$ cat config.mk
export PLATFORM = sky130hd
export DESIGN_NAME = host_mode_regs
export DESIGN_NICKNAME = d
export VERILOG_FILES = /design/src/host_ctl_pkg.sv /design/src/sof_timer_if.sv /design/src/host_mode_regs.sv /design/src/sof_delay_timer.sv
export SDC_FILE = /design/constraint.sdc
export NUM_CORES = 1
export LEC_CHECK = 0
export ABC_AREA = 1
export BUFFER_PORTS_ARGS = -buffer_cell sky130_fd_sc_hd__buf_2
export CORE_UTILIZATION = 49
export DETAILED_ROUTE_END_ITERATION = 7
export PLACE_DENSITY = 0.78
export SLEW_MARGIN = 20
export SYNTH_ARGS = -nofsm -noshare
export SYNTH_HDL_FRONTEND = slang
export SYNTH_SLANG_ARGS = --single-unit
$ cat constraint.sdc
create_clock -name mclk -period 1.35 [get_ports mclk]
set_input_delay 0.0675 -clock mclk [delete_from_list [all_inputs] [get_ports mclk]]
set_output_delay 0.0675 -clock mclk [all_outputs]
set_load 0.02 [all_outputs]
$ cat src/host_ctl_pkg.sv
// constants for the host operating-mode and command register block
// assumes a 20 MHz controller clock and the command-code register port
// Notes on behaviour
// - wake enable plus resume flag signals wake-up
// - wake enable never gates interrupt generation
// - only host writes change wake enable
// - state codes: reset, resume, operational, suspend
// - frame starts begin 1 ms after operational
// - controller alters state only while suspended
// - suspended controller moves to resume on detect
// - any reset puts state field at reset
// - hard reset also resets hub and ports
// - command writes set ones, ignore zeros
// - command register reads plainly, no side effects
// - overrun when periodic list misses frame end
// - overrun bumps counter and raises overrun flag
// - overrun counter starts zero, wraps at max
// - counter bumps even with flag already set
package host_ctl_pkg;
   // command codes: read code, write code = read code with bit 7
   localparam logic [7:0] CODE_CTRL_RD = 8'h01;
   localparam logic [7:0] CODE_CTRL_WR = 8'h81;
   localparam logic [7:0] CODE_CMD_RD = 8'h02;
   localparam logic [7:0] CODE_CMD_WR = 8'h82;
   // operating control fields
   localparam int CTRL_WAKE_EN_BIT = 10;
   localparam int CTRL_WAKE_CONN_BIT = 9;
   localparam int CTRL_FS_LSB = 6;
   localparam logic [31:0] CTRL_RST = 32'h0000_0000;
   // command status fields
   localparam int CMD_SW_RESET_BIT = 0;
   localparam int CMD_SOC_LSB = 16;
   localparam logic [31:0] CMD_RST = 32'h0000_0000;
   // functional state encodings
   localparam logic [1:0] FS_RESET = 2'h0;
   localparam logic [1:0] FS_RESUME = 2'h1;
   localparam logic [1:0] FS_OPER = 2'h2;
   localparam logic [1:0] FS_SUSPEND = 2'h3;
   // frame-start delay
   localparam int SOF_DELAY_NS = 1000000;
   localparam int CLK_PERIOD_NS = 50;
   localparam logic [15:0] SOF_DELAY_CYC =
      16'((SOF_DELAY_NS + CLK_PERIOD_NS - 1) / CLK_PERIOD_NS);
   localparam logic [15:0] CNT_ONE = 16'h0001;
   localparam logic [1:0] SOC_ONE = 2'h1;
   typedef enum logic [2:0] {
      T_IDLE = 3'h1,
      T_COUNT = 3'h2,
      T_RUN = 3'h4
   } tstate_t;
endpackage

$ cat src/sof_timer_if.sv
// carrier between the register block and its frame-start delay timer
// assumes both ends run on the controller clock
`timescale 1ns/1ns
interface sof_timer_if;
   logic start;
   logic stop;
   logic ce;
   logic sof_on;
   modport ctl (output start, output stop, output ce, input sof_on);
   modport tmr (input start, input stop, input ce, output sof_on);
endinterface

$ cat src/host_mode_regs.sv
// operating-mode control and command status registers of the host side
// assumes command codes arrive synchronously with a one-cycle strobe
`timescale 1ns/1ns
module host_mode_regs
   import host_ctl_pkg::*;
#(
   parameter logic [15:0] SOF_DELAY_CYCLES = SOF_DELAY_CYC
) (
   input wire logic mclk,
   input wire logic nrst,
   input wire logic ce,
   input wire logic cmd_strobe,
   input wire logic [7:0] cmd_code,
   input wire logic [31:0] cmd_wdata,
   input wire logic resume_seen_flag,
   input wire logic port_resume_detect,
   input wire logic eof_pulse,
   input wire logic periodic_done,
   output logic [31:0] rd_data,
   output logic rd_valid,
   output logic wakeup_signal,
   output logic sof_run,
   output logic overrun_flag_set,
   output logic hub_reset,
   output logic [1:0] functional_state
);
   typedef struct packed {
      logic wakeup_enable;
      logic wakeup_connected;
      logic [1:0] fs;
      logic sw_reset;
      logic [1:0] soc;
      logic overrun_set;
      logic wake;
      logic hub_reset;
      logic [31:0] rd_data;
      logic rd_valid;
   } regs_state_t;

   localparam regs_state_t STATE_RST = '{
      wakeup_enable: 1'b0, wakeup_connected: 1'b0, fs: FS_RESET,
      sw_reset: 1'b0, soc: 2'h0, overrun_set: 1'b0, wake: 1'b0,
      hub_reset: 1'b1, rd_data: 32'h0000_0000, rd_valid: 1'b0};

   // register images; reserved positions stay zero
   function automatic logic [31:0] reg_image(input logic [7:0] code,
                                             input regs_state_t st);
      logic [31:0] v;
      v = 32'h0000_0000;
      if (code == CODE_CTRL_RD) begin
         v[CTRL_WAKE_EN_BIT] = st.wakeup_enable;
         v[CTRL_WAKE_CONN_BIT] = st.wakeup_connected;
         v[CTRL_FS_LSB +: 2] = st.fs;
      end else if (code == CODE_CMD_RD) begin
         v[CMD_SW_RESET_BIT] = st.sw_reset;
         v[CMD_SOC_LSB +: 2] = st.soc;
      end
      return v;
   endfunction

   logic rst_meta;
   logic rst_n;
   regs_state_t s_reg;
   regs_state_t s_next;
   logic wr_ctrl;
   logic wr_cmd;
   logic rd_any;
   logic overrun;
   sof_timer_if tif ();

   always_ff @(posedge mclk or negedge nrst) begin
      if (!nrst) begin
         rst_meta <= 1'b0;
         rst_n <= 1'b0;
      end else begin
         rst_meta <= 1'b1;
         rst_n <= rst_meta;
      end
   end

   assign wr_ctrl = cmd_strobe && cmd_code == CODE_CTRL_WR;
   assign wr_cmd = cmd_strobe && cmd_code == CODE_CMD_WR;
   assign rd_any = cmd_strobe && !cmd_code[7];
   assign overrun = eof_pulse && !periodic_done;

   always_comb begin
      s_next = s_reg;
      s_next.rd_valid = 1'b0;
      s_next.overrun_set = 1'b0;
      s_next.hub_reset = 1'b0;
      // wake-up only, no interrupt path here
      s_next.wake = s_reg.wakeup_enable & resume_seen_flag;
      if (overrun) begin
         s_next.soc = s_reg.soc + SOC_ONE;
         s_next.overrun_set = 1'b1;
      end
      if (s_reg.sw_reset) begin
         // soft reset: wake bits kept
         s_next.fs = FS_RESET;
         s_next.sw_reset = 1'b0;
      end else begin
         if (s_reg.fs == FS_SUSPEND && port_resume_detect) begin
            s_next.fs = FS_RESUME;
         end
         if (wr_ctrl) begin
            // only path that alters wake enable
            s_next.wakeup_enable = cmd_wdata[CTRL_WAKE_EN_BIT];
            s_next.wakeup_connected = cmd_wdata[CTRL_WAKE_CONN_BIT];
            s_next.fs = cmd_wdata[CTRL_FS_LSB +: 2];
         end
      end
      if (wr_cmd && cmd_wdata[CMD_SW_RESET_BIT]) begin
         s_next.sw_reset = 1'b1;
      end
      if (rd_any) begin
         s_next.rd_valid = 1'b1;
         s_next.rd_data = reg_image(cmd_code, s_reg);
      end
   end

   always_ff @(posedge mclk or negedge rst_n) begin
      if (!rst_n) begin
         s_reg <= STATE_RST;
      end else if (ce) begin
         s_reg <= s_next;
      end
   end

   assign tif.ce = ce;
   assign tif.start = ce && s_next.fs == FS_OPER
                      && s_reg.fs != FS_OPER;
   assign tif.stop = ce && s_next.fs != FS_OPER;

   sof_delay_timer #(
      .DELAY(SOF_DELAY_CYCLES)
   ) u_timer (
      .mclk(mclk),
      .rst_n(rst_n),
      .t(tif.tmr)
   );

   assign rd_data = s_reg.rd_data;
   assign rd_valid = s_reg.rd_valid;
   assign wakeup_signal = s_reg.wake;
   assign sof_run = tif.sof_on;
   assign overrun_flag_set = s_reg.overrun_set;
   assign hub_reset = s_reg.hub_reset;
   assign functional_state = s_reg.fs;
endmodule

$ cat src/sof_delay_timer.sv
// frame-start delay timer: raises sof_on a set count after start
// assumes start and stop come from the register block, same clock
`timescale 1ns/1ns
module sof_delay_timer
   import host_ctl_pkg::*;
#(
   parameter logic [15:0] DELAY = SOF_DELAY_CYC
) (
   input wire logic mclk,
   input wire logic rst_n,
   sof_timer_if.tmr t
);
   typedef struct packed {
      tstate_t st;
      logic [15:0] cnt;
   } timer_state_t;

   timer_state_t s_reg;
   timer_state_t s_next;

   assign t.sof_on = s_reg.st[2];

   always_comb begin
      s_next = s_reg;
      unique case (s_reg.st)
         T_IDLE: ;
         T_COUNT: begin
            if (s_reg.cnt == 16'h0000) begin
               s_next.st = T_RUN;
            end else begin
               s_next.cnt = s_reg.cnt - CNT_ONE;
            end
         end
         T_RUN: ;
         default: s_next.st = T_IDLE;
      endcase
      if (t.stop) begin
         s_next.st = T_IDLE;
      end
      if (t.start) begin
         s_next.st = T_COUNT;
         s_next.cnt = DELAY - CNT_ONE;
      end
   end

   always_ff @(posedge mclk or negedge rst_n) begin
      if (!rst_n) begin
         s_reg <= '{st: T_IDLE, cnt: 16'h0000};
      end else if (t.ce) begin
         s_reg <= s_next;
      end
   end
endmodule

Word-level counts from Yosys, hierarchy flattened
Cells that the tools add are included.
{"block": "word_totals", "register_bits": 39, "output_inout_bits": 39, "wordCells": 69}
{"block": "classes", "addsub": 2, "eq_ne": 14, "mux": 18, "bitwise_logic": 2, "n_reduce_logical": 19}
{"operator": "$mux 16", "count": 2}
{"operator": "$mux 19", "count": 1}
{"operator": "$eq 8x8->1 const B", "count": 2}
{"operator": "$logic_not 16->1", "count": 1}
{"operator": "$sub 16x1->16 const B", "count": 1}
{"operator": "$mux 2", "count": 7}
{"operator": "$logic_and 1x1->1", "count": 9}
{"operator": "$reduce_and 3->1", "count": 3}
{"operator": "$eq 8x1->1 const B", "count": 1}
{"operator": "$eq 8x2->1 const B", "count": 1}
{"operator": "$mux 3", "count": 2}
{"operator": "$ne 2x2->1 const B", "count": 3}
{"operator": "$pmux 3 s2", "count": 1}
{"operator": "$mux 1", "count": 5}
{"operator": "$eq 2x2->1 const B", "count": 2}
{"operator": "$ne 4x3->1 const B", "count": 1}
{"operator": "$reduce_and 2->1", "count": 2}
{"operator": "$eq 3x1->1 const B", "count": 1}
{"operator": "$eq 3x2->1 const B", "count": 1}
{"operator": "$eq 3x3->1 const B", "count": 1}
{"operator": "$ne 3x1->1 const B", "count": 1}
{"operator": "$add 2x1->2 const B", "count": 1}
{"operator": "$logic_not 1->1", "count": 2}
{"operator": "$reduce_bool 2->1", "count": 1}
{"operator": "other kinds (3)", "count": 3}

Depth between registers and ports, before layout
Gate-level depths: netlist of run 1.
{"block": "logic_depth", "depth_word": 10, "depth_mapped": 12, "depth_no_buf": 12}

By module
A second synthesis of run 1 with hierarchy kept.
{"block": "unflattened", "hier_cells": 332, "hier_area_um2": 2498.6}
{"mod": "sof_delay_timer", "instances": 1, "cells_per_inst": 190, "area_per_inst_um2": 1323.8, "seq_area_each_um2": 476.7}
{"mod": "host_mode_regs", "instances": 1, "cells_per_inst": 142, "area_per_inst_um2": 1174.9, "seq_area_each_um2": 501.7}

Worst setup path after synthesis of run 1
Ideal clock, no wire load.
{"block": "synth_path", "path_kind": "flip-flop to flip-flop", "start": "register u_timer.s_reg[0] (netlist name)", "end": "register u_timer.s_reg[9] (netlist name)", "arrival_time_ps": 1443, "required_ps": 1230, "setup_slack_ps": -213, "stages_incl_launch_ff": 13, "n_path_buf": 1, "period_less_slack_ps": 1563, "path_cell_list": "dfrtp_1 > inv_1 > ha_1 > nand3_1 > nor2_1 > nand2_1 > nand2_1 > nor2_4 > inv_2 > buf_6 > nor3_2 > nor2_1 > nand2_1"}
{"block": "synth_between", "elab_chain_cells": 4}
{"element": "from (decl)", "line_no": "sof_delay_timer.sv:18", "source": "timer_state_t s_reg;"}
{"element": "from (signal assigned)", "line_no": "sof_delay_timer.sv:48", "source": "s_reg <= '{st: T_IDLE, cnt: 16'h0000};"}
{"element": "from (signal assigned)", "line_no": "sof_delay_timer.sv:50", "source": "s_reg <= s_next;"}
{"element": "$sub 16x1->16", "line_no": "sof_delay_timer.sv:31", "source": "s_next.cnt = s_reg.cnt - CNT_ONE;"}
{"element": "$mux 16", "line_no": "sof_delay_timer.sv:28", "source": "if (s_reg.cnt == 16'h0000) begin"}
{"element": "$mux 16", "line_no": "sof_delay_timer.sv:25", "source": "unique case (s_reg.st)"}
{"element": "$mux 19", "line_no": "sof_delay_timer.sv:40", "source": "if (t.start) begin"}
Parallel ways exist; a longest one is shown, timed or not. The select of a mux whose other input is x is not followed.
A chain may end at the register's enable or synchronous reset.

Final worst setup path of run 1
{"block": "layout_path", "start": "register u_timer.s_reg[1] (netlist name)", "end": "register u_timer.s_reg[12] (netlist name)"}
Same word-level chain as after synthesis.

==> results_dict.tcl, run 1 <==
set metrics [dict create \
    run_status "complete, but fails checks" \
    violations "design-rule violations, negative setup slack" \
    cp_data_required_time_ps 1530 \
    synthesis.area_mm2 0.00232 \
    row_count 24 \
    ys_seq_area_share_pct 42.2 \
    hp-class "in -> reg" \
    area_growth_pct 30.5 \
    start_util_pct 52.2 \
    placed_area_mm2 0.00266 \
    antenna_found_initial 0 \
    grt_pass1_vias 2014 \
    clock_skew_ps 8.09 \
    pin_count 87 \
    grt_setup_unrepaired "yes" \
    dieWidth_um 70.8 \
    grt_max_degree 31 \
    worst_ep_arrival_time_ps 1750 \
    power.density_mw_per_mm2 1380 \
    wl_um 5500 \
    grt_overflow_total 0 \
    wl_per_cell_um 13.2 \
    die_y_um 70.8 \
    crit_path_end_kind "flop" \
    grt_util_all_layers_pct 22.4 \
    dr_total_vias 2096 \
    hold-path-cell-count 2 \
    min_to "s_reg[42]$_DFFE_PN0P_" \
    maxClockFrequency_mhz 636 \
    drt_iter0_drc 141 \
    finalCritPeriodShare_pct 116 \
    ir_worst_vdd_uv 1080 \
    die_area_mm2 0.00502 \
    drc_errors 4 \
    startpoint_type "flop" \
    drive_gt1_share_pct 39.5 \
    largest_register_ffs 18 \
    slew_viol_final 0 \
    place_ws_ps -272 \
    viasPerCell 5.03 \
    finalSetupViolations 19 \
    criticalPathCategory "reg -> reg" \
    rrSetupSlack_ps -220 \
    layout.nets 413 \
    n_antenna_cell 0 \
    cap_violations 0 \
    synth-seq-cells 39 \
    hpwl_um 3760 \
    critPathMaxFanout 3 \
    cts_made_buffers 5 \
    clockRootBuffer "clkbuf_8" \
    syn-instance-count 291 \
    rr_worst_depth 9 \
    r2r-start "u_timer.s_reg[1]$_DFFE_PN0P_" \
    synth_warnings 0 \
    worst_r2r_endpoint "u_timer.s_reg[12]$_DFFE_PN0P_" \
    dr.pass1.iters 6 \
    ff_latch_area_um2 980 \
    leakage_uw 0.00153 \
    multi_input_area_mm2 0.00120 \
    hold_slack_ps 5.71 \
    cts_tree "yes" \
    ant_nets 0 \
    ys_types 37 \
    clk_pin_slew_ps 80 \
    avgSynthCellArea_um2 7.98 \
    n_fill_cell 346 \
    ctsLongestPathBuffers 2 \
    htreeDepth 2 \
    io_buffers 34 \
    fin_area_mm2 0.00303 \
    grt_pass1_wl_um 8830 \
    setup_slack_ps -221 \
    clock-sinks 39 \
    hold_start "cmd_wdata[10]" \
    finalWeightedCongestion 0.878 \
    insertion_delay_ps 290 \
    finalHoldViolations 0 \
    period_needed_ps 1570 \
    core_area_mm2 0.00444 \
]
## placed cells by master (no fill, tap or decap), drive strengths merged, types with 3 or more instances in the layout
master,count
buf,76
dfrtp,37
xor2,7
a21oi,4
conb,26
nand4,4
nand3b,4
o21ai,14
o31ai,3
nor2,35
inv,29
nor3,4
nand2,78
clkbuf,6
nand3,21
## metal layers
layer / vias to the layer above / share of wire [%] / global-route usage [%] / wire length [um]
met4: 0 / 2.4 / 9.56 / 133
met5: - / 0 / 0 / 0
met3: 17 / 3.0 / 3.42 / 167
met1: 1002 / 42 / 27.7 / 2300
met2: 71 / 53 / 39.1 / 2890
li1: 1006 / - / - / -
## critical path, stage by stage, from the launching register on
cell and delay [ps]:
dfrtp_1 410, inv_2 90, ha_4 150, nand4_1 140, nor2_2 180, nand2_2 80
nor2_4 130, nand2_1 80, o21ai_1 130, a21oi_1 60
## area by class of cell
| cell class | instances | share of cell area (%) |
|---|---|---|
| well taps | 52 | 2.15 |
| flip-flops and latches | 39 | 32.4 |
| inverters | 29 | 4.09 |
| clock buffers | 6 | 2.40 |
| multi-input cells | 210 | 39.8 |
| repair inverters | 1 | 0.372 |
| repair buffers | 78 | 17.6 |
| clock inverters | 2 | 1.24 |
## kinds of logic (layout without fill, tap and decap cells)
group / after synthesis / count (layout) / synth area share (%)
compound gates: 25 / 25 / 6.85
xor+xnor: 8 / 8 / 3.02
fa+ha+maj: 1 / 1 / 0.539
buf+inv: 66 / 116 / 16.5
flops: 39 / 39 / 42.2
mux: 2 / 2 / 0.970
other cells: 2 / 26 / 0.324
simple gates: 148 / 148 / 29.6
## power by group
part	switching (uW)	leakage [uW]	internal, uW	total (uW)
Sequential	153	0.000478	1360	1520
Combinational	985	0.00100	699	1680
Clock	421	0.0000514	552	972
Total	1560	0.00153	2610	4170
## cells in the mapped netlist
master / n / share of area, %
nand2_1: 77 / 12
dfrtp_1: 37 / 40
buf_4: 34 / 11
nor2_1: 29 / 4.7
inv_1: 23 / 3.7
nand3_1: 17 / 3.7
o21ai_0: 8 / 1.7
xor2_1: 7 / 2.6
inv_2: 6 / 0.97
o21ai_1: 5 / 1.1
a21oi_1: 4 / 0.86
nand3b_1: 4 / 1.3
nor2_2: 4 / 1.1
nand3_2: 3 / 1.3
nand4_1: 3 / 0.81
nor3_1: 3 / 0.65
o31ai_1: 3 / 0.97
conb_1: 2 / 0.32
dfstp_2: 2 / 2.3
mux2_2: 2 / 0.97
nor2_4: 2 / 0.97
buf_1: 1 / 0.16
buf_6: 1 / 0.49
clkbuf_1: 1 / 0.16
ha_1: 1 / 0.54
nand2_4: 1 / 0.49
nand3_4: 1 / 0.75
nand4_2: 1 / 0.54
nor3_2: 1 / 0.43
o211ai_1: 1 / 0.32
o21a_1: 1 / 0.32
o21ai_2: 1 / 0.38
o21bai_4: 1 / 0.81
o32ai_1: 1 / 0.38
or2_1: 1 / 0.27
or2_2: 1 / 0.27
xnor2_1: 1 / 0.38
## what timing repair did
| item | 4_1_cts | 5_1_grt |
|---|---|---|
| hold buffers | 2 | 0 |
| hold endpoints to repair | 3 | 0 |
| endpoints found under the setup margin | 19 | 19 |
| pin swaps | 7 | 16 |
| gates cloned | 0 | 1 |
| buffers inserted | 5 | 5 |
| resized for setup | 4 | 47 |
## metrics by stage
| step | setup TNS (ps) | instances | utilization [%] | total power [uW] |
|---|---|---|---|---|
| after global placement | -2610 | 398 | 59.9 | 2790 |
| final | -3090 | 417 | 68.1 | 4170 |
| after global routing | -4660 | 417 | 68.1 | 4400 |
| after floorplan | -2000 | 315 | - | 2420 |
| after CTS | -2950 | 412 | 63.9 | 3860 |
| after detailed placement | -3760 | 398 | 59.9 | 2850 |
## worst max-delay path by stage
| stage | slack (ps) | end | start | cells past startpoint |
|---|---|---|---|---|
| finish | -220 | u_timer.s_reg[12]$_DFFE_PN0P_ | u_timer.s_reg[1]$_DFFE_PN0P_ | 9 |
| global route | -310 | u_timer.s_reg[14]$_DFFE_PN0P_ | u_timer.s_reg[1]$_DFFE_PN0P_ | 9 |
| CTS | -210 | u_timer.s_reg[5]$_DFFE_PN0P_ | u_timer.s_reg[1]$_DFFE_PN0P_ | 11 |
| detailed placement | -270 | u_timer.s_reg[5]$_DFFE_PN0P_ | u_timer.s_reg[0]$_DFFE_PN0P_ | 11 |
| global placement | -200 | u_timer.s_reg[12]$_DFFE_PN0P_ | u_timer.s_reg[0]$_DFFE_PN0P_ | 9 |
| floorplan | -180 | u_timer.s_reg[2]$_DFFE_PN0P_ | u_timer.t.sof_on$_DFFE_PN0P_ | 8 |
No activity file was read; power rests on OpenSTA's default activity.
==> run 2: changes to the inputs <==
--- a/config.mk
+++ b/config.mk
@@ -9,7 +9,9 @@
 export BUFFER_PORTS_ARGS = -buffer_cell sky130_fd_sc_hd__buf_2
 export CORE_UTILIZATION = 49
 export DETAILED_ROUTE_END_ITERATION = 7
+export HOLD_SLACK_MARGIN = 0.12
 export PLACE_DENSITY = 0.78
+export SKIP_LAST_GASP = 1
 export SLEW_MARGIN = 20
 export SYNTH_ARGS = -nofsm -noshare
 export SYNTH_HDL_FRONTEND = slang
==> results_dict.tcl, run 2 (synthesis gave the netlist of run 1 again) <==
set metrics [dict create \
    grt_util_all_layers_pct 24.6 \
    largest_register_ffs 18 \
    drive_gt1_share_pct 37.7 \
    drc_errors 4 \
    layout.nets 425 \
    critPathSlowestCell "dfrtp_1" \
    rr_worst_depth 9 \
    rrSetupSlack_ps -250 \
    wl_um 6170 \
    htreeDepth 2 \
    clock_skew_ps 8.34 \
    finalCritPeriodShare_pct 118 \
    fin_util_pct 70.8 \
    core_area_mm2 0.00444 \
    clock-sinks 39 \
    hp-class "in -> reg" \
    cts_tree "yes" \
    n_fill_cell 317 \
    row_count 24 \
    r2r-start "u_timer.s_reg[1]$_DFFE_PN0P_" \
    hold_start "ce" \
    startpoint_type "flop" \
    crit_path_end_kind "flop" \
    maxClockFrequency_mhz 626 \
    die_y_um 70.8 \
    crit_family "simple AND/OR/NAND/NOR gates" \
    slowest_delay_ps 410 \
    dr.pass1.iters 6 \
    critPathMaxFanout 3 \
    criticalPathCategory "reg -> reg" \
    setup_slack_ps -248 \
    finalHoldViolations 0 \
    grt_pass1_wl_um 9520 \
    worst_r2r_endpoint "u_timer.s_reg[12]$_DFFE_PN0P_" \
    finalSetupViolations 19 \
    dieWidth_um 70.8 \
    insertion_delay_ps 310 \
    io_buffers 34 \
    drt_iter0_drc 211 \
    worst_ep_arrival_time_ps 1790 \
    layout_common_cells "nand2_1 (66), buf_4 (37), dfrtp_1 (36), buf_2 (34), conb_1 (26)" \
    viasPerCell 5.23 \
    antenna_found_initial 0 \
    grt_overflow_total 0 \
    place_ws_ps -272 \
    area_growth_pct 35.6 \
    min_to "s_reg[38]$_DFFE_PN0P_" \
    clockRootBuffer "clkbuf_8" \
    final_common_cell "nand2_1" \
    power.density_mw_per_mm2 1340 \
    clk_pin_slew_ps 80 \
    cap_violations 0 \
    pin_count 87 \
    ir_worst_vdd_uv 1160 \
    hpwl_um 3760 \
    cp_cell_sequence "inv_2 > ha_4 > nand4_1 > nor2_2 > nand2_2 > nor2_4 > nand2_1 > o21ai_1 > a21oi_1" \
    cts_made_buffers 5 \
    grt_max_degree 31 \
    ant_nets 0 \
    cp_data_required_time_ps 1540 \
    path_buf_inv 1 \
    slew_viol_final 0 \
    die_area_mm2 0.00502 \
    ctsLongestPathBuffers 2 \
    finalWeightedCongestion 0.878 \
    grt_setup_unrepaired "yes" \
    start_util_pct 52.2 \
    run_status "complete, but fails checks" \
    n_antenna_cell 0 \
    period_needed_ps 1600 \
    grt_pass1_vias 2136 \
    hold-path-cell-count 2 \
    wl_per_cell_um 14.4 \
    violations "design-rule violations, negative setup slack" \
    leakage_uw 0.00159 \
    dr_total_vias 2243 \
]
## run 2: what timing repair did
| item | in CTS | in global routing |
|---|---|---|
| gates resized for setup | 4 | 46 |
| pin swaps | 7 | 14 |
| endpoints found under the hold margin | 9 | 0 |
| cloned | 0 | 1 |
| hold buffers | 15 | 0 |
| buffers inserted | 5 | 5 |
| endpoints found under the setup margin | 19 | 20 |
## run 2: power breakdown
group | internal (uW) | switching (uW)
Clock | 552 | 439
Sequential | 1360 | 153
Combinational | 714 | 1000
Total | 2630 | 1590
## run 2: layer usage
| layer | vias up | GRT usage, % | wire (um) |
|---|---|---|---|
| met1 | 1060 | 29.8 | 2360 |
| met4 | 0 | 13.8 | 335 |
| li1 | 1029 | - | - |
| met3 | 41 | 3.70 | 375 |
| met5 | - | 0 | 0 |
| met2 | 113 | 41.9 | 3100 |
## run 2: final cells by class
type | count | area, um^2 | share of cell area [%]
Clock buffer | 6 | 72.6 | 2.31
Timing Repair inverter | 1 | 11.3 | 0.358
Tap cell | 52 | 65.1 | 2.07
Timing Repair Buffer | 90 | 653 | 20.8
Inverter | 29 | 124 | 3.94
Clock inverter | 2 | 37.5 | 1.19
Sequential cell | 39 | 980 | 31.1
Multi-Input combinational cell | 210 | 1200 | 38.3
## run 2: how the worst max path moves through the flow
stage / end / slack (ps) / cells past startpoint / start
finish: u_timer.s_reg[12]$_DFFE_PN0P_ / -250 / 9 / u_timer.s_reg[1]$_DFFE_PN0P_
global route: u_timer.s_reg[6]$_DFFE_PN0P_ / -310 / 12 / u_timer.s_reg[1]$_DFFE_PN0P_
CTS: u_timer.s_reg[5]$_DFFE_PN0P_ / -210 / 11 / u_timer.s_reg[1]$_DFFE_PN0P_
detailed placement: u_timer.s_reg[5]$_DFFE_PN0P_ / -270 / 11 / u_timer.s_reg[0]$_DFFE_PN0P_
global placement: u_timer.s_reg[12]$_DFFE_PN0P_ / -200 / 9 / u_timer.s_reg[0]$_DFFE_PN0P_
floorplan: u_timer.s_reg[2]$_DFFE_PN0P_ / -180 / 8 / u_timer.t.sof_on$_DFFE_PN0P_
## run 2: through the flow
step | hold slack [ps] | cells | instance area (um^2) | power, uW | TNS [ps]
3_3_place_gp | -144 | 398 | 2660 | 2790 | -2610
3_5_place_dp | -146 | 398 | 2660 | 2850 | -3760
5_1_grt | 156 | 429 | 3150 | 4440 | -5140
6_report | 145 | 429 | 3150 | 4220 | -3640
4_1_cts | 125 | 425 | 2970 | 3890 | -2950
2_1_floorplan | -228 | 315 | 2430 | 2420 | -2000
==> run 3: changes to the inputs <==
--- a/config.mk
+++ b/config.mk
@@ -7,12 +7,14 @@
 export LEC_CHECK = 0
 export ABC_AREA = 1
 export BUFFER_PORTS_ARGS = -buffer_cell sky130_fd_sc_hd__buf_2
-export CORE_UTILIZATION = 49
+export CORE_UTILIZATION = 52
+export CTS_BUF_LIST = sky130_fd_sc_hd__clkbuf_4 sky130_fd_sc_hd__clkbuf_8
 export DETAILED_ROUTE_END_ITERATION = 7
 export HOLD_SLACK_MARGIN = 0.12
-export PLACE_DENSITY = 0.78
+export PLACE_DENSITY = 0.81
 export SKIP_LAST_GASP = 1
 export SLEW_MARGIN = 20
 export SYNTH_ARGS = -nofsm -noshare
 export SYNTH_HDL_FRONTEND = slang
+export SYNTH_HIERARCHICAL = 1
 export SYNTH_SLANG_ARGS = --single-unit
==> results_dict.tcl, run 3 <==
set metrics [dict create \
    run_status "complete, but fails checks" \
    violations "design-rule violations, negative setup slack" \
    cap_violations 0 \
    crit_family "simple AND/OR/NAND/NOR gates" \
    path_depth 11 \
    drc_errors 4 \
    hpwl_um 4300 \
    crit_path_end_kind "flop" \
    clockRootBuffer "clkbuf_8" \
    critPathMaxFanout 7 \
    synth_edf_count 0 \
    ant_nets 0 \
    avgSynthCellArea_um2 7.53 \
    ys_async_sr_fraction_pct 100 \
    clk_pin_slew_ps 80 \
    ys_seq_area_share_pct 39.2 \
    hold_start "cmd_code[6]" \
    finalSetupTns_ps -5790 \
    wl_um 6170 \
    maxClockFrequency_mhz 583 \
    criticalPathCategory "reg -> reg" \
    finalWeightedCongestion 0.856 \
    fin_util_pct 71.9 \
    hold_slack_ps 125 \
    leakage_uw 0.00181 \
    path_buf_inv 3 \
    critPathSlowestCell "dfrtp_1" \
    hp-class "in -> reg" \
    slew_viol_final 0 \
    area_growth_pct 28.7 \
    worst_ep_arrival_time_ps 1910 \
    n_antenna_cell 0 \
    setup_slack_ps -364 \
    finalSetupViolations 20 \
    multi_input_area_mm2 0.00126 \
    row_count 24 \
    cts_tree "yes" \
    n_fill_cell 333 \
    htreeDepth 2 \
    cts_made_buffers 5 \
    synth_warnings 6 \
    layout.nets 471 \
    antenna_found_initial 0 \
    wl_per_cell_um 13.0 \
    rr_worst_depth 11 \
    grt_pass1_vias 2322 \
    clock-sinks 39 \
    ff_latch_area_um2 978 \
    yosysMostFrequentCell "nand2_1" \
    hold-path-cell-count 4 \
    r2r-start "functional_state[0]$_DFFE_PN0P_" \
    viasPerCell 5.10 \
    slowest_delay_ps 430 \
    pin_count 87 \
    drive_gt1_share_pct 32.6 \
    synth_top_area_share_pct 37.1 \
    finalCritPeriodShare_pct 127 \
    ir_worst_vdd_uv 993 \
    ctsLongestPathBuffers 2 \
    insertion_delay_ps 300 \
    min_to "s_reg[38]$_DFFE_PN0P_" \
    final_common_cell "nand2_1" \
    die_y_um 71.3 \
    dieWidth_um 71.3 \
    synth-seq-cells 39 \
    startpoint_type "flop" \
    start_util_pct 55.8 \
    grt_max_degree 24 \
    rrSetupSlack_ps -360 \
    drt_iter0_drc 207 \
    grt_pass1_wl_um 10000 \
    yosys.area.top_type "dfrtp_1" \
    cp_data_required_time_ps 1550 \
    dr.pass1.iters 6 \
    synthesis.area_mm2 0.00250 \
    synth.area.top_cells "dfrtp_1 (37%), nand2_1 (15%), buf_4 (11%), nand3_1 (6.4%), nor2_1 (5.6%)" \
    die_area_mm2 0.00509 \
    worst_r2r_endpoint "u_timer/s_reg[7]$_DFFE_PN0P_" \
    fin_area_mm2 0.00322 \
    syn-instance-count 332 \
    cp_cell_sequence "inv_2 > o21ai_2 > nand3_1 > nand2_2 > nor2_4 > inv_2 > nand3_4 > nand3_4 > buf_12 > nand2_1 > o21ai_2" \
    clock_skew_ps 11.1 \
    power.density_mw_per_mm2 1710 \
    largest_register_ffs 18 \
    grt_overflow_total 0 \
    synthFlopType "dfrtp_1" \
    synthTopCellsByCount "nand2_1 (101), dfrtp_1 (37), nor2_1 (37)" \
    io_buffers 34 \
    core_area_mm2 0.00447 \
    placed_area_mm2 0.00291 \
    period_needed_ps 1710 \
    grt_util_all_layers_pct 25.8 \
    grt_setup_unrepaired "yes" \
    ys_types 29 \
    layout_common_cells "nand2_1 (95), buf_4 (49), dfrtp_1 (37), nor2_1 (36), buf_2 (34)" \
    dr_total_vias 2423 \
    finalHoldViolations 0 \
]
-- run 3: cell count changes in the layout (fill, tap and decap cells not counted), moves of 5 or more --
cell | before | now
dlygate4sd3_1 | 14 | 9
nor2_2 | 8 | 2
nor2_1 | 21 | 36
buf_4 | 37 | 49
nand3_1 | 16 | 30
nand2_1 | 66 | 95
o21ai_2 | 3 | 9
inv_1 | 20 | 27
-- run 3: kinds of logic after synthesis --
kind of cell / count (synthesis) / share of synthesized area [%]
compound gates: 17 / 4.56
xor+xnor: 6 / 2.10
fa+ha+maj: 1 / 0.501
buf+inv: 70 / 16.8
flops: 39 / 39.2
other cells: 2 / 0.301
simple gates: 197 / 36.6
-- run 3: area by class of cell --
class | instances | area share (%)
Clock buffer | 6 | 2.37
Clock inverter | 2 | 0.428
Inverter | 31 | 3.62
Multi-Input combinational cell | 248 | 39.2
Sequential cell | 39 | 30.4
Tap cell | 52 | 2.02
Timing Repair Buffer | 97 | 22.0
-- run 3: repair_timing --
item / CTS / global route
hold endpoints to repair: 6 / 0
pin swaps: 3 / 8
setup buffers: 2 / 1
gates resized for setup: 2 / 17
gates cloned: 0 / 2
hold buffers: 9 / 0
setup endpoints to repair: 19 / 19
-- run 3: worst max-delay path by stage --
stage | start | endpoint | slack [ps]
finish | functional_state[0]$_DFFE_PN0P_ | u_timer/s_reg[7]$_DFFE_PN0P_ | -360
global route | functional_state[0]$_DFFE_PN0P_ | u_timer/s_reg[12]$_DFFE_PN0P_ | -420
CTS | functional_state[0]$_DFFE_PN0P_ | u_timer/s_reg[13]$_DFFE_PN0P_ | -270
detailed placement | cmd_code[3] | u_timer/t.sof_on$_DFFE_PN0P_ | -410
global placement | cmd_code[3] | u_timer/s_reg[9]$_DFFE_PN0P_ | -370
floorplan | functional_state[0]$_DFFE_PN0P_ | u_timer/s_reg[2]$_DFFE_PN0P_ | -170
-- run 3: stage by stage --
step,worst slack [ps],cells,power [uW]
floorplan,-169,356,3510
global placement,-365,453,4370
detailed placement,-408,453,4480
CTS,-274,472,5330
global route,-417,475,5910
finish,-364,475,5490
-- run 3: report_power, final --
part | switching (uW) | leakage, uW | internal (uW)
clock network | 429 | 0.0000486 | 385
registers | 161 | 0.000520 | 1370
logic | 1770 | 0.00124 | 1370
total | 2360 | 0.00181 | 3130
-- run 3: worst min-delay path: cells and delay by family --
kind / cells / cell delay (ps)
compound gates: 1 / 90
buf+inv: 1 / 110
simple gates: 2 / 120
-- run 3: metal layers --
metal | vias up | track usage [%] | wire length [um]
li1 | 1164 | - | -
met1 | 1154 | 32.0 | 2600
met2 | 84 | 42.8 | 3100
met3 | 21 | 4.08 | 261
met4 | 0 | 14.9 | 204
met5 | - | 0 | 0
